[src/core/ssx_pkg.sv]
/*
 ssx_pkg: shared constants for the skip, swap, table read and xor execution block.
 assumes a 40 MHz pclk and an apb master for software access.
*/
package ssx_pkg;
   // register byte offsets
   localparam logic [11:0] SSX_ACC_OFF = 12'h000;
   localparam logic [11:0] SSX_MEM_OFF = 12'h004;
   localparam logic [11:0] SSX_TPL_OFF = 12'h008;
   localparam logic [11:0] SSX_TPH_OFF = 12'h00C;
   localparam logic [11:0] SSX_TBH_OFF = 12'h010;
   localparam logic [11:0] SSX_CMD_OFF = 12'h014;
   localparam logic [11:0] SSX_STS_OFF = 12'h018;
   localparam logic [11:0] SSX_PAGE_OFF = 12'h01C;
   // command register fields
   localparam int SSX_OP_LSB = 0;
   localparam int SSX_BIT_LSB = 4;
   localparam int SSX_IMM_LSB = 8;
   // status register fields
   localparam int SSX_ST_Z = 0;
   localparam int SSX_ST_SKIP = 1;
   localparam int SSX_ST_BUSY = 2;
   // reset values
   localparam logic [7:0] SSX_BYTE_RST = 8'h00;
   // cycles of a skipping instruction
   localparam logic [1:0] SSX_SKIP_CYCLES = 2'h2;
   typedef enum logic [3:0] {
      SSX_NOP,
      SSX_NIBBLE_SWAP_TO_ACC,
      SSX_SKIP_IF_ZERO,
      SSX_COPY_SKIP_IF_ZERO,
      SSX_SKIP_IF_BIT_ZERO,
      SSX_TABLE_READ_SPECIFIC_PAGE,
      SSX_TABLE_READ_CURRENT_PAGE,
      SSX_TABLE_READ_LAST_PAGE,
      SSX_XOR_TO_ACC,
      SSX_XOR_TO_MEMORY,
      SSX_XOR_IMM
   } ssx_op_t;
   typedef enum {SSX_IDLE, SSX_TABLE, SSX_DUMMY} ssx_state_t;
endpackage

[src/core/ssx_alu.sv]
/*
 ssx_alu: combinational result path for the swap, skip and xor operations.
 assumes operands are stable for the cycle in which the result is used.
*/
`timescale 1ns/1ps
module ssx_alu
   import ssx_pkg::*;
(
   // operation and operands
   input wire ssx_op_t op,
   input wire logic [7:0] acc,
   input wire logic [7:0] mem,
   input wire logic [7:0] imm,
   input wire logic [2:0] bit_sel,
   // results
   output logic [7:0] acc_res,
   output logic acc_we,
   output logic [7:0] mem_res,
   output logic mem_we,
   output logic z_res,
   output logic z_we,
   output logic skip
);
   logic [7:0] x;

   always_comb begin
      x = 8'h00;
      acc_res = acc;
      acc_we = 1'b0;
      mem_res = mem;
      mem_we = 1'b0;
      z_we = 1'b0;
      skip = 1'b0;
      case (op)
         SSX_NIBBLE_SWAP_TO_ACC: begin
            acc_res = {mem[3:0], mem[7:4]};
            acc_we = 1'b1;
         end
         SSX_SKIP_IF_ZERO: begin
            skip = (mem == 8'h00);
         end
         SSX_COPY_SKIP_IF_ZERO: begin
            acc_res = mem;
            acc_we = 1'b1;
            skip = (mem == 8'h00);
         end
         SSX_SKIP_IF_BIT_ZERO: begin
            skip = ~mem[bit_sel];
         end
         SSX_XOR_TO_ACC: begin
            x = acc ^ mem;
            acc_res = x;
            acc_we = 1'b1;
            z_we = 1'b1;
         end
         SSX_XOR_TO_MEMORY: begin
            x = acc ^ mem;
            mem_res = x;
            mem_we = 1'b1;
            z_we = 1'b1;
         end
         SSX_XOR_IMM: begin
            x = acc ^ imm;
            acc_res = x;
            acc_we = 1'b1;
            z_we = 1'b1;
         end
         default: begin
            x = 8'h00;
         end
      endcase
      z_res = (x == 8'h00);
   end
endmodule

[src/core/ssx_exec.sv]
/*
 ssx_exec: executes swap, zero and bit skips, table reads and xor forms.
 assumes an apb master; program memory is a combinational read port owned outside, data sampled in the fetch cycle.
*/
// Decided for this implementation: the address map and the APB slave port.
// Summary of operation
// - nibble swap loads acc low from mem high and acc high from mem low, mem and flags kept.
// - skip if zero skips the next instruction when the memory byte is zero, no flags changed.
// - a taken skip adds one dummy cycle so the skipping instruction takes two cycles.
// - copy and skip if zero copies memory to acc and skips when it is zero, no flags changed.
// - bit test skip skips when the selected memory bit is zero and runs on when it is one.
// - specific page table read uses both table pointers, low byte to memory, high to latch.
// - current page table read uses current page and low pointer, low to memory, high to latch.
// - last page table read uses last page and low pointer, low to memory, high to latch.
// - xor to acc puts acc xor memory into acc and changes only the zero flag.
// - xor to memory writes memory xor acc back to memory and changes only the zero flag.
// - xor immediate puts acc xor immediate into acc and changes only the zero flag.
`timescale 1ns/1ps
module ssx_exec
   import ssx_pkg::*;
#(
   parameter int PADDR_W = 12,
   parameter int PROG_AW = 12,
   parameter int PROG_DW = 16
) (
   // apb
   input wire logic pclk,
   input wire logic presetn,
   input wire logic psel,
   input wire logic penable,
   input wire logic pwrite,
   input wire logic [PADDR_W-1:0] paddr,
   input wire logic [31:0] pwdata,
   output logic [31:0] prdata,
   output logic pready,
   output logic pslverr,
   // program memory read port
   output logic [PROG_AW-1:0] prog_addr,
   output logic prog_re,
   input wire logic [PROG_DW-1:0] prog_data,
   // pipeline status
   output logic skip_next,
   output logic busy
);
   localparam int PAGE_W = PROG_AW - 8;

   logic [7:0] acc, next_acc;
   logic [7:0] mem, next_mem;
   logic [7:0] tpl, next_tpl;
   logic [7:0] tph, next_tph;
   logic [7:0] tbh, next_tbh;
   logic [7:0] page, next_page;
   logic z, next_z;
   logic skip, next_skip;
   logic [PROG_AW-1:0] paddr_q, next_paddr_q;
   ssx_state_t state, next_state;
   ssx_op_t op, next_op;
   logic [2:0] bit_sel, next_bit_sel;
   logic [7:0] imm, next_imm;
   logic [31:0] next_prdata;

   logic [7:0] acc_res, mem_res;
   logic acc_we, mem_we, z_res, z_we, alu_skip;
   logic wr, rd, go;

   function automatic logic hit(input logic [PADDR_W-1:0] a, input logic [11:0] off);
      hit = (a == PADDR_W'(off));
   endfunction

   ssx_alu u_alu (
      .op(op),
      .acc(acc),
      .mem(mem),
      .imm(imm),
      .bit_sel(bit_sel),
      .acc_res(acc_res),
      .acc_we(acc_we),
      .mem_res(mem_res),
      .mem_we(mem_we),
      .z_res(z_res),
      .z_we(z_we),
      .skip(alu_skip)
   );

   // single-cycle slave; error on unmapped address
   assign pready = 1'b1;
   assign wr = psel && penable && pwrite;
   assign rd = psel && !penable && !pwrite;
   assign go = wr && hit(paddr, SSX_CMD_OFF) && state == SSX_IDLE;
   assign skip_next = skip;
   assign busy = (state != SSX_IDLE);
   assign prog_addr = paddr_q;
   assign prog_re = (state == SSX_TABLE);

   always_comb begin
      pslverr = 1'b0;
      if (psel && penable) begin
         pslverr = !(hit(paddr, SSX_ACC_OFF) || hit(paddr, SSX_MEM_OFF) ||
            hit(paddr, SSX_TPL_OFF) || hit(paddr, SSX_TPH_OFF) ||
            hit(paddr, SSX_TBH_OFF) || hit(paddr, SSX_CMD_OFF) ||
            hit(paddr, SSX_STS_OFF) || hit(paddr, SSX_PAGE_OFF));
      end
   end

   always_comb begin
      next_prdata = prdata;
      if (rd) begin
         next_prdata = 32'h0000_0000;
         if (hit(paddr, SSX_ACC_OFF)) next_prdata[7:0] = acc;
         if (hit(paddr, SSX_MEM_OFF)) next_prdata[7:0] = mem;
         if (hit(paddr, SSX_TPL_OFF)) next_prdata[7:0] = tpl;
         if (hit(paddr, SSX_TPH_OFF)) next_prdata[7:0] = tph;
         if (hit(paddr, SSX_TBH_OFF)) next_prdata[7:0] = tbh;
         if (hit(paddr, SSX_PAGE_OFF)) next_prdata[7:0] = page;
         if (hit(paddr, SSX_STS_OFF)) begin
            next_prdata[SSX_ST_Z] = z;
            next_prdata[SSX_ST_SKIP] = skip;
            next_prdata[SSX_ST_BUSY] = busy;
         end
      end
   end

   always_comb begin
      next_acc = acc;
      next_mem = mem;
      next_tpl = tpl;
      next_tph = tph;
      next_tbh = tbh;
      next_page = page;
      next_z = z;
      next_skip = skip;
      next_paddr_q = paddr_q;
      next_state = state;
      next_op = op;
      next_bit_sel = bit_sel;
      next_imm = imm;
      // software writes outside a command
      if (wr && state == SSX_IDLE) begin
         if (hit(paddr, SSX_ACC_OFF)) next_acc = pwdata[7:0];
         if (hit(paddr, SSX_MEM_OFF)) next_mem = pwdata[7:0];
         if (hit(paddr, SSX_TPL_OFF)) next_tpl = pwdata[7:0];
         if (hit(paddr, SSX_TPH_OFF)) next_tph = pwdata[7:0];
         if (hit(paddr, SSX_PAGE_OFF)) next_page = pwdata[7:0];
      end
      case (state)
         SSX_IDLE: begin
            if (go) begin
               next_op = ssx_op_t'(pwdata[SSX_OP_LSB +: 4]);
               next_bit_sel = pwdata[SSX_BIT_LSB +: 3];
               next_imm = pwdata[SSX_IMM_LSB +: 8];
               next_skip = 1'b0;
               next_state = SSX_DUMMY;
               case (ssx_op_t'(pwdata[SSX_OP_LSB +: 4]))
                  SSX_TABLE_READ_SPECIFIC_PAGE: begin
                     next_paddr_q = {tph[PAGE_W-1:0], tpl};
                     next_state = SSX_TABLE;
                  end
                  SSX_TABLE_READ_CURRENT_PAGE: begin
                     next_paddr_q = {page[PAGE_W-1:0], tpl};
                     next_state = SSX_TABLE;
                  end
                  SSX_TABLE_READ_LAST_PAGE: begin
                     next_paddr_q = {{PAGE_W{1'b1}}, tpl};
                     next_state = SSX_TABLE;
                  end
                  default: begin
                     next_state = SSX_DUMMY;
                  end
               endcase
            end
         end
         SSX_DUMMY: begin
            // execute; a taken skip spends one more cycle in SSX_TABLE
            if (acc_we) next_acc = acc_res;
            if (mem_we) next_mem = mem_res;
            if (z_we) next_z = z_res;
            next_skip = alu_skip;
            next_op = SSX_NOP;
            next_state = alu_skip ? SSX_TABLE : SSX_IDLE;
            if (alu_skip) next_paddr_q = paddr_q;
         end
         SSX_TABLE: begin
            if (op == SSX_TABLE_READ_SPECIFIC_PAGE || op == SSX_TABLE_READ_CURRENT_PAGE ||
               op == SSX_TABLE_READ_LAST_PAGE) begin
               next_mem = prog_data[7:0];
               next_tbh = 8'(prog_data[PROG_DW-1:8]);
            end
            next_op = SSX_NOP;
            next_state = SSX_IDLE;
         end
         default: begin
            next_state = SSX_IDLE;
         end
      endcase
   end

   always_ff @(posedge pclk or negedge presetn) begin
      if (!presetn) begin
         acc <= SSX_BYTE_RST;
         mem <= SSX_BYTE_RST;
         tpl <= SSX_BYTE_RST;
         tph <= SSX_BYTE_RST;
         tbh <= SSX_BYTE_RST;
         page <= SSX_BYTE_RST;
         z <= 1'b0;
         skip <= 1'b0;
         paddr_q <= '0;
         state <= SSX_IDLE;
         op <= SSX_NOP;
         bit_sel <= 3'h0;
         imm <= SSX_BYTE_RST;
         prdata <= 32'h0000_0000;
      end else begin
         acc <= next_acc;
         mem <= next_mem;
         tpl <= next_tpl;
         tph <= next_tph;
         tbh <= next_tbh;
         page <= next_page;
         z <= next_z;
         skip <= next_skip;
         paddr_q <= next_paddr_q;
         state <= next_state;
         op <= next_op;
         bit_sel <= next_bit_sel;
         imm <= next_imm;
         prdata <= next_prdata;
      end
   end
endmodule

[config.mk]
export PLATFORM = sky130hd
export DESIGN_NAME = ssx_exec
export DESIGN_NICKNAME = d
export VERILOG_FILES = /design/src/core/ssx_pkg.sv /design/src/core/ssx_alu.sv /design/src/core/ssx_exec.sv
export SDC_FILE = /design/constraint.sdc
export NUM_CORES = 1
export LEC_CHECK = 0
export ABC_AREA = 1
export BUFFER_PORTS_ARGS = -buffer_cell sky130_fd_sc_hd__clkbuf_2
export CAP_MARGIN = 25
export CORE_ASPECT_RATIO = 0.9
export CORE_MARGIN = 5
export CORE_UTILIZATION = 55
export DETAILED_ROUTE_END_ITERATION = 8
export PLACE_DENSITY_LB_ADDON = 0.2
export SYNTH_ARGS = -nofsm -noshare
export SYNTH_HDL_FRONTEND = slang
export SYNTH_SLANG_ARGS = --single-unit
[constraint.sdc]
create_clock -name pclk -period 2.05 [get_ports pclk]
set_input_delay 0.1025 -clock pclk [delete_from_list [all_inputs] [get_ports pclk]]
set_output_delay 0.1025 -clock pclk [all_outputs]
set_load 0.02 [all_outputs]
Word level (Yosys, flattened, before mapping)
Index checks and enable logic that the tools add are counted.
{ "op_classes": {"n_addsub": 0, "n_mul": 0, "div_mod_pow": 0, "order_cmp": 1, "eq_ne": 26, "n_shift": 0, "muxes": 35, "bitwise_logic": 3, "n_reduce_logical": 43} }
{ "op_table": {"columns": ["operator", "count"], "rows": [
  ["two-way mux 8 bit", 15],
  ["== test 32 x 2 -> 1 bit, second input constant", 2],
  ["zero test 32 bit", 2],
  ["case mux 32 bit (2 select lines)", 1],
  ["== test 12 x 5 -> 1 bit, second input constant", 4],
  ["case mux 12 bit (3 select lines)", 1],
  ["== test 32 x 1 -> 1 bit, second input constant", 1],
  ["two-way mux 32 bit", 1],
  ["case mux 8 bit (2 select lines)", 2],
  ["case mux 8 bit (4 select lines)", 1],
  ["nonzero test 32 bit", 1],
  ["== test 4 x 3 -> 1 bit, second input constant", 7],
  ["== test 12 x 4 -> 1 bit, second input constant", 2],
  ["zero test 8 bit", 2],
  ["AND reduction 2 bit", 8],
  ["XOR 8 bit", 2],
  ["== test 12 x 3 -> 1 bit, second input constant", 1],
  ["== test 4 bit, second input constant", 3],
  ["zero test 12 bit", 1],
  ["logical OR 1 bit", 9],
  ["== test 4 x 2 -> 1 bit, second input constant", 2],
  ["case mux 4 bit (2 select lines)", 1],
  ["logical AND 1 bit", 7],
  ["two-way mux 1 bit", 7],
  ["other kinds (18)", 25]
]} }
{ "totals": {"regBits": 117, "latch_bits": 0, "ram_bits": 0, "romBits": 0, "word_cells": 122, "memories": 0} }

Logic depth before layout (Yosys ltp)
Gate-level depths: netlist of the first run.
{ "logic_depth": {"word_depth": 10, "ltp_mapped": 12} }

By module
Synthesis of the first run repeated with hierarchy kept, for this count alone.
{ "hier_totals": {"hier_cells": 778, "hier_area_um2": 5470.2} }
{ "modules_own_cells": {"columns": ["mod", "instances", "cells_per_inst", "area_each_um2"], "rows": [
  ["ssx_exec", 1, 563, 4538.1],
  ["ssx_alu", 1, 215, 932.1]
]} }

Worst setup path after synthesis of the first run
No wires, ideal clock.
{ "synth_path": {"path_kind": "reg2reg", "start": "reg state[0]", "end": "reg acc[3]", "arrival_time_ns": 1.593, "path_slack_ns": 0.338, "stages_incl_launch_ff": 10, "period_less_slack_ns": 1.712, "path_cell_list": "dfrtp_1 -> inv_1 -> ha_1 -> inv_1 -> nor2_8 -> nand3_2 -> inv_2 -> o21ai_0 -> a21oi_1 -> nor2_1"} }
{ "synth_via": {"elab_chain_len": 5} }
{ "synth_rtl": {"columns": ["element", "line", "rtl"], "rows": [
  ["from (decl)", "ssx_exec.sv:56", "ssx_state_t state, next_state;"],
  ["from (signal assigned)", "ssx_exec.sv:223", "state <= next_state;"],
  ["zero test 32 bit", "ssx_exec.sv:138", "if (wr && state == SSX_IDLE) begin"],
  ["logical AND 1 bit", "ssx_exec.sv:138", null],
  ["two-way mux 8 bit", "ssx_exec.sv:138", null],
  ["two-way mux 8 bit", "ssx_exec.sv:174", "if (acc_we) next_acc = acc_res;"],
  ["two-way mux 8 bit", "ssx_exec.sv:145", "case (state)"],
  ["to (signal assigned)", "ssx_exec.sv:214", "acc <= next_acc;"],
  ["to (decl)", "ssx_exec.sv:47", "logic [7:0] acc, next_acc;"]
]} }
Several ways; a longest one is shown, not always the timed one.
A chain may end at the register's enable or synchronous reset.

Final worst setup path of the first run
{ "layout_path": {"start": "reg state[1]", "end": "reg mem[4]"} }
{ "layout_via": {"elab_chain_len": 5} }
{ "layout_rtl": {"columns": ["element", "line", "rtl"], "rows": [
  ["zero test 32 bit", "ssx_exec.sv:138", null],
  ["logical AND 1 bit", "ssx_exec.sv:138", null],
  ["two-way mux 8 bit", "ssx_exec.sv:138", null],
  ["two-way mux 8 bit, on equally long branches", "ssx_exec.sv:183, ssx_exec.sv:175", null],
  ["case mux 8 bit (2 select lines) (*)", "ssx_exec.sv:145", null],
  ["via next_mem[4]", "ssx_exec.sv:48", "logic [7:0] mem, next_mem;"],
  ["to (signal assigned)", "ssx_exec.sv:215", "mem <= next_mem;"],
  ["to (decl)", "ssx_exec.sv:48", null]
]} }
Mark *: on every way through the listed nets, which the timed path passes. The rest lies on a longest branch.

==> impl_metrics.csv, run 1 <==
group,metric,value,unit
setup_path,cp_slowest_cell,"dfrtp_1",
drt,wl_met1,6.18,mm
place,globalplace.congestion,0.963,
setup_path,path_class,"register to register",
setup_path,crit_family,"simple AND/OR/NAND/NOR gates",
global_routing,grt_pass1_vias,4708,
drt,ant_nets,0,
synth,yosys-top-cells-area,"dfrtp_1 (42%), nand2_1 (13%), nand3_1 (5.1%)",
clocking,h-tree-depth,3,
setup_path,cp-start-kind,"register",
synth,netlist.area_leader.share,42.0,%
drt,wl,14.9,mm
floorplanning,fp.coreArea,9170,um2
setup_path,crit_chain,"inv_1 -> ha_2 -> inv_1 -> nor2_8 -> nand3_2 -> inv_2 -> nand2_1 -> o211ai_1 -> nand2_1",
floorplanning,io_pins,114,
synth,synth-seq-cells,87,
setup_path,critPathCaptureType,"register",
power_and_ir_drop,cellPowerDensity,583,nW/um2
drt,dr_wl_met2,6.92,mm
cells_and_area,area_delta_synth_final,15.1,%
min_path,min_path_type,"primary input to register",
setup_path,r2r_end,"mem[4]$_DFF_PN0_",
setup_path,cp_max_fo,10,
run_status,run_status,"finished, final reports clean",
min_path,hold_depth,3,
cells_and_area,fin_cells,895,
synth,synthTopCellsByCount,"nand2_1 (180), dfrtp_1 (87), inv_1 (59)",
cells_and_area,final_area,5970,um2
drt,wl_per_cell,16.6,um
floorplanning,start_util,56.6,%
synth,ys_seq_area_share,42.0,%
place,placed_area,5590,um2
drt,top_layer,"met4",
setup_path,worstPathArrival,2.13,ns
power_and_ir_drop,design_power_total,3.48,mW
timing,final-setup-viol-count,0,
timing,tns,0,ns
synth,syn_area_per_cell,7.70,um2
clocking,cts-buffers-inserted,9,
drt,routed-wl-met3,1.34,mm
clocking,clock_latency,0.39,ns
clocking,cts_root_buf,"clkbuf_8",
global_routing,grt_max_degree,88,
timing,slew_headroom,63.4,%
timing,fin_crit_sh,91.1,%
global_routing,grt_pass1_wl,24.0,mm
cells_and_area,diodes,0,
setup_path,r2r-start,"state[1]$_DFFE_PN0P_",
setup_path,worstPathRequired,2.31,ns
cells_and_area,final_nets,836,
synth,yosys_warnings,0,
timing,max_slew.worst_pin.slew,0.544,ns
clocking,clock_path_buffers,2,
drt,dr.pass1.iters,6,
timing,whs,0.0149,ns
place,numPortBuffers,72,
timing,rsz0062_at_grt,"no",
clocking,cts_tree,"built",
power_and_ir_drop,ir_drop,0.403,mV
setup_path,r2r_slack,0.18,ns
setup_path,r2r_cells,9,
timing,timing.final.crit_period,1.87,ns
synth,yosysMostFrequentCell,"nand2_1",
clocking,post-cts-setup-buffer-count,0,
drt,drtIter0Drc,437,
floorplanning,die_y,102,um
synth,synth_top_area_cell,"dfrtp_1",
synth,syn_inst,674,
drt,drcViolationCount,0,
place,dpl.hpwl,11.4,mm
min_path,min_to,"mem[1]$_DFF_PN0_",
min_path,min_from,"pwdata[1]",
setup_path,max_stage_delay,0.40,ns
global_routing,antenna_found_initial,0,
timing,fin_skew,0.0144,ns
drt,num_vias,4877,
synth,synth_ff_type,"dfrtp_1",
power_and_ir_drop,p_leak,3.04,nW
drt,viasPerCell,5.45,
global_routing,grt_usage,27.0,%
clocking,cts_sinks,87,
flow_run,cap_violations,0,
place,dp_cells,860,
floorplanning,die_area,11500,um2
floorplanning,die_x,112,um
global_routing,grt_overflow,0,
floorplanning,fp-row-count,33,
synth,yosysUniqueCellTypes,44,
synth,synth_edf_count,0,
timing,finalMaxSlewViolations,0,
timing,fmax,0.535,GHz
synth,async_flop_share,100,%
timing,hold_viol,0,
setup_path,critPathBufInv,3,
clocking,clk_pin_slew,0.09,ns
synth,synthesis.area,5190,um2
cells_and_area,drive_gt1_share,21.3,%
[cell type report]
type / count / area (um2)
repair buffers: 104 / 663
clock buffers: 10 / 128
well taps: 122 / 153
multi-input cells: 499 / 2540
inverters: 67 / 254
flip-flops and latches: 87 / 2180
clock inverters: 6 / 53.8
fillers: 838 / 3190
[how the worst max path moves through the flow]
stage | start | to | slack, ns | cells after the start
finish | state[1]$_DFFE_PN0P_ | mem[4]$_DFF_PN0_ | 0.18 | 9
detailed placement | state[0]$_DFFE_PN0P_ | acc[3]$_DFFE_PN0P_ | 0.14 | 9
global placement | state[0]$_DFFE_PN0P_ | acc[3]$_DFFE_PN0P_ | 0.20 | 9
global route | state[1]$_DFFE_PN0P_ | mem[5]$_DFF_PN0_ | 0.03 | 9
CTS | state[0]$_DFFE_PN0P_ | acc[6]$_DFFE_PN0P_ | 0.12 | 9
floorplan | state[0]$_DFFE_PN0P_ | acc[3]$_DFFE_PN0P_ | 0.34 | 9
[report_power, final]
group	internal, mW	total [mW]	leakage [nW]	switching [mW]
clock network	0.459	1.14	0.0890	0.679
registers	1.73	1.75	1.16	0.0129
logic	0.195	0.599	1.79	0.404
[flip-flops by register name, summed over array words and instances (netlist names), 2 cells and up]
| register | cells |
|---|---|
| op | 4 |
| imm | 8 |
| state | 2 |
| page | 8 |
| prog_addr | 12 |
| mem | 8 |
| prdata | 8 |
| tbh | 8 |
| bit_sel | 3 |
| acc | 8 |
| tph | 8 |
| tpl | 8 |
[worst reg2reg max path, cell delays in order, from the launching register on]
cell and delay (ns):
dfrtp_1 0.40, inv_1 0.10, ha_2 0.23, inv_1 0.13
nor2_8 0.23, nand3_2 0.24, inv_2 0.17, nand2_1 0.07
o211ai_1 0.10, nand2_1 0.07
[timing repair]
item,in CTS,in global routing
hold endpoints to repair,105,0
endpoints found under the setup margin,0,6
gates resized for setup,0,2
hold buffers,19,0
[stage by stage]
stage	worst slack, ns	utilization (%)
2_1_floorplan	0.338	-
3_3_place_gp	0.202	61.0
3_5_place_dp	0.144	61.0
4_1_cts	0.123	65.1
5_1_grt	0.0346	65.2
6_report	0.182	65.2
[routing by layer]
metal  up-vias  GRT usage (%)
li1       2341              -
met1      2274           35.1
met2       222           43.5
met3        40           6.87
met4         0           11.6
met5         -              0
[layout by cell type, fill, tap and decap left out, types with 2 or more instances in the layout]
master,instances
buf_4,13
nor2_1,50
o21ai_0,30
mux2_2,6
clkinv_4,3
a211oi_1,4
nand3_2,2
nand3_4,2
o211ai_1,9
nand3_1,53
nor2_2,4
xnor2_1,4
or2_2,3
nand2_2,14
o21ai_2,17
nor4_1,2
dfrtp_1,87
nand4_1,13
ha_1,2
clkbuf_8,9
nand2_1,180
inv_2,6
dlygate4sd3_1,19
o21ai_1,18
inv_1,59
o2111ai_1,3
clkinv_2,2
nor3_1,7
clkbuf_2,71
nor2_4,2
a21oi_1,23
nand2_4,2
conb_1,25
xor2_1,5
o22ai_1,9
[cells by family (layout without fill, tap and decap cells)]
group                      Yosys count  after routing  synth area share [%]
AOI/OAI and AO/OA                  115            115                  13.5
xor gates and xnor gates             9              9                  1.52
adders and majority gates            3              3                 0.724
buffers and inverters              111            187                  10.8
DFF                                 87             87                  42.0
muxes                                6              6                  1.30
other                                2             25                 0.145
and+or+nand+nor                    341            341                  30.0
(Power assumes the default switching activity.)
==> run 2, diff against run 1 <==
Settings changed: RECOVER_POWER from default to 50.
==> run 2 against run 1 <==
Compared with the run above: flip-flop and latch count is the same; clock power is essentially flat; wire length is essentially flat; critical path depth is the same; final cell count is the same; register-to-register slack is essentially flat; global-route usage is the same; utilization shrank 0.30 points; clock skew is essentially flat; setup slack lost 0.0025 ns; die area is the same.
==> impl_metrics.csv, run 2 (synthesis results as in run 1) <==
group,metric,value,unit
drt,drcViolationCount,0,
setup_path,cp-start-kind,"register",
setup_path,startpoint,"state[0]$_DFFE_PN0P_",
setup_path,path_class,"register to register",
drt,wl,14.9,mm
drt,num_vias,4881,
cells_and_area,final_cell_mix,"nand2_1 (180), dfrtp_1 (87), inv_1 (59), clkbuf_2 (59), nand3_1 (53)",
clocking,cts_sinks,87,
place,numPortBuffers,72,
global_routing,grt_pass1_wl,24.0,mm
power_and_ir_drop,internal-power,2.38,mW
timing,rsz0062_at_grt,"no",
cells_and_area,final_nets,836,
place,globalplace.congestion,0.963,
timing,fmax,0.535,GHz
power_and_ir_drop,combPwrFrac,17.1,%
clocking,post-cts-setup-buffer-count,0,
clocking,clock_latency,0.39,ns
cells_and_area,multi_input_area,2540,um2
setup_path,endpoint,"mem[4]$_DFF_PN0_",
setup_path,worstPathArrival,2.13,ns
flow_run,cap_violations,0,
floorplanning,die_area,11500,um2
cells_and_area,fillers,850,
cells_and_area,final_common_cell,"nand2_1",
clocking,clk_pin_slew,0.09,ns
timing,setup_ws,0.179,ns
drt,dr.pass1.iters,5,
drt,viasPerCell,5.45,
cells_and_area,largest_reg_flops,12,
timing,final-setup-viol-count,0,
clocking,cts_tree,"built",
power_and_ir_drop,cellPowerDensity,584,nW/um2
setup_path,r2r-start,"state[0]$_DFFE_PN0P_",
global_routing,grt_overflow,0,
power_and_ir_drop,seqPwrFrac,50.3,%
clocking,clock_path_buffers,2,
cells_and_area,area_delta_synth_final,14.6,%
floorplanning,fp.coreArea,9170,um2
power_and_ir_drop,switchingPower,1.09,mW
power_and_ir_drop,ir_drop,0.402,mV
global_routing,antenna_found_initial,0,
cells_and_area,diodes,0,
min_path,min_path_type,"primary input to register",
power_and_ir_drop,p_clk_share,32.7,%
cells_and_area,regArea,2180,um2
setup_path,cp_max_fo,10,
global_routing,grt_max_degree,88,
setup_path,worstPathRequired,2.31,ns
place,dpl.hpwl,11.4,mm
timing,hold_viol,0,
timing,max_slew.worst_pin.slew,1.20,ns
power_and_ir_drop,p_leak,3.00,nW
drt,drtIter0Drc,484,
drt,ant_nets,0,
cells_and_area,drive_gt1_share,19.8,%
run_status,run_status,"finished, final reports clean",
timing,slew_headroom,19.8,%
setup_path,critPathCaptureType,"register",
floorplanning,die_x,112,um
global_routing,grt_pass1_vias,4708,
setup_path,r2r_slack,0.18,ns
floorplanning,fp-row-count,33,
clocking,cts_root_buf,"clkbuf_8",
timing,timing.final.crit_period,1.87,ns
clocking,h-tree-depth,3,
timing,tns,0,ns
place,dp_slack,0.144,ns
global_routing,grt_usage,27.0,%
floorplanning,start_util,56.6,%
floorplanning,die_y,102,um
clocking,cts-buffers-inserted,9,
timing,finalMaxSlewViolations,0,
power_and_ir_drop,power.share.switching,31.4,%
timing,fin_crit_sh,91.3,%
setup_path,r2r_cells,9,
floorplanning,io_pins,114,
setup_path,r2r_end,"mem[4]$_DFF_PN0_",
drt,wl_per_cell,16.6,um
timing,fin_skew,0.0145,ns
==> run 2: cell count changes in the layout (fill, tap and decap cells not counted), sizes merged <==
cell,delta
clkbuf,+2
buf,-2
==> run 2: critical path, cell delays in order, from the launching register on <==
cell      delay, ns
dfrtp_1        0.40
inv_1          0.10
ha_2           0.23
inv_1          0.13
nor2_8         0.23
nand3_2        0.24
inv_2          0.17
nand2_1        0.07
o211ai_1       0.11
nand2_1        0.07
==> run 2: cell type report <==
| class | count | share of cell area [%] |
|---|---|---|
| Clock buffer | 10 | 2.15 |
| Tap cell | 122 | 2.57 |
| Clock inverter | 6 | 0.905 |
| Sequential cell | 87 | 36.6 |
| Timing Repair Buffer | 104 | 10.7 |
| Multi-Input combinational cell | 499 | 42.8 |
| Inverter | 67 | 4.27 |
==> run 2: power groups by stage <==
stage          Combinational [mW]  Clock [mW]  Sequential [mW]
2_1_floorplan               0.333           0             1.78
3_3_place_gp                0.545           0             1.78
3_5_place_dp                0.556           0             1.78
4_1_cts                     0.587        1.15             1.75
5_1_grt                     0.636        1.25             1.75
6_report                    0.593        1.13             1.75
==> run 2: worst min-delay path by stage <==
| stage | from | endpoint | slack (ns) | depth (start not counted) |
|---|---|---|---|---|
| after CTS | pwdata[1] | mem[1]$_DFF_PN0_ | 0.003 | 3 |
| final | pwdata[1] | mem[1]$_DFF_PN0_ | 0.01 | 3 |
| after floorplan | presetn | acc[0]$_DFFE_PN0P_ | -0.19 | 0 |
| after global routing | pwdata[1] | mem[1]$_DFF_PN0_ | 0.008 | 3 |
| after global placement | presetn | prog_addr[1]$_DFFE_PN0P_ | 0.18 | 2 |
| after detailed placement | presetn | prog_addr[1]$_DFFE_PN0P_ | 0.18 | 2 |
==> run 2: through the flow <==
stage	cells	area, um2	total power, mW	util (%)	hold WS, ns
5_1_grt	895	5950	3.63	64.9	0.00812
4_1_cts	895	5960	3.49	65.1	0.00350
3_3_place_gp	860	5590	2.32	61.0	0.177
3_5_place_dp	860	5590	2.34	61.0	0.178
6_report	895	5950	3.47	64.9	0.0131
2_1_floorplan	697	5270	2.11	-	-0.193
==> run 2: what timing repair did <==
item	CTS	global route
gates resized for setup	0	2
setup endpoints to repair	0	6
hold buffers	19	0
endpoints found under the hold margin	105	0
==> run 2: metal layers <==
metal  track usage [%]  part of all wire [%]  vias to the layer above
met2              43.5                    46                      225
met1              35.1                    42                     2275
li1                  -                     -                     2340
met4              11.6                   3.3                        0
met3              6.87                   8.0                       41
met5                 0                     0                        -
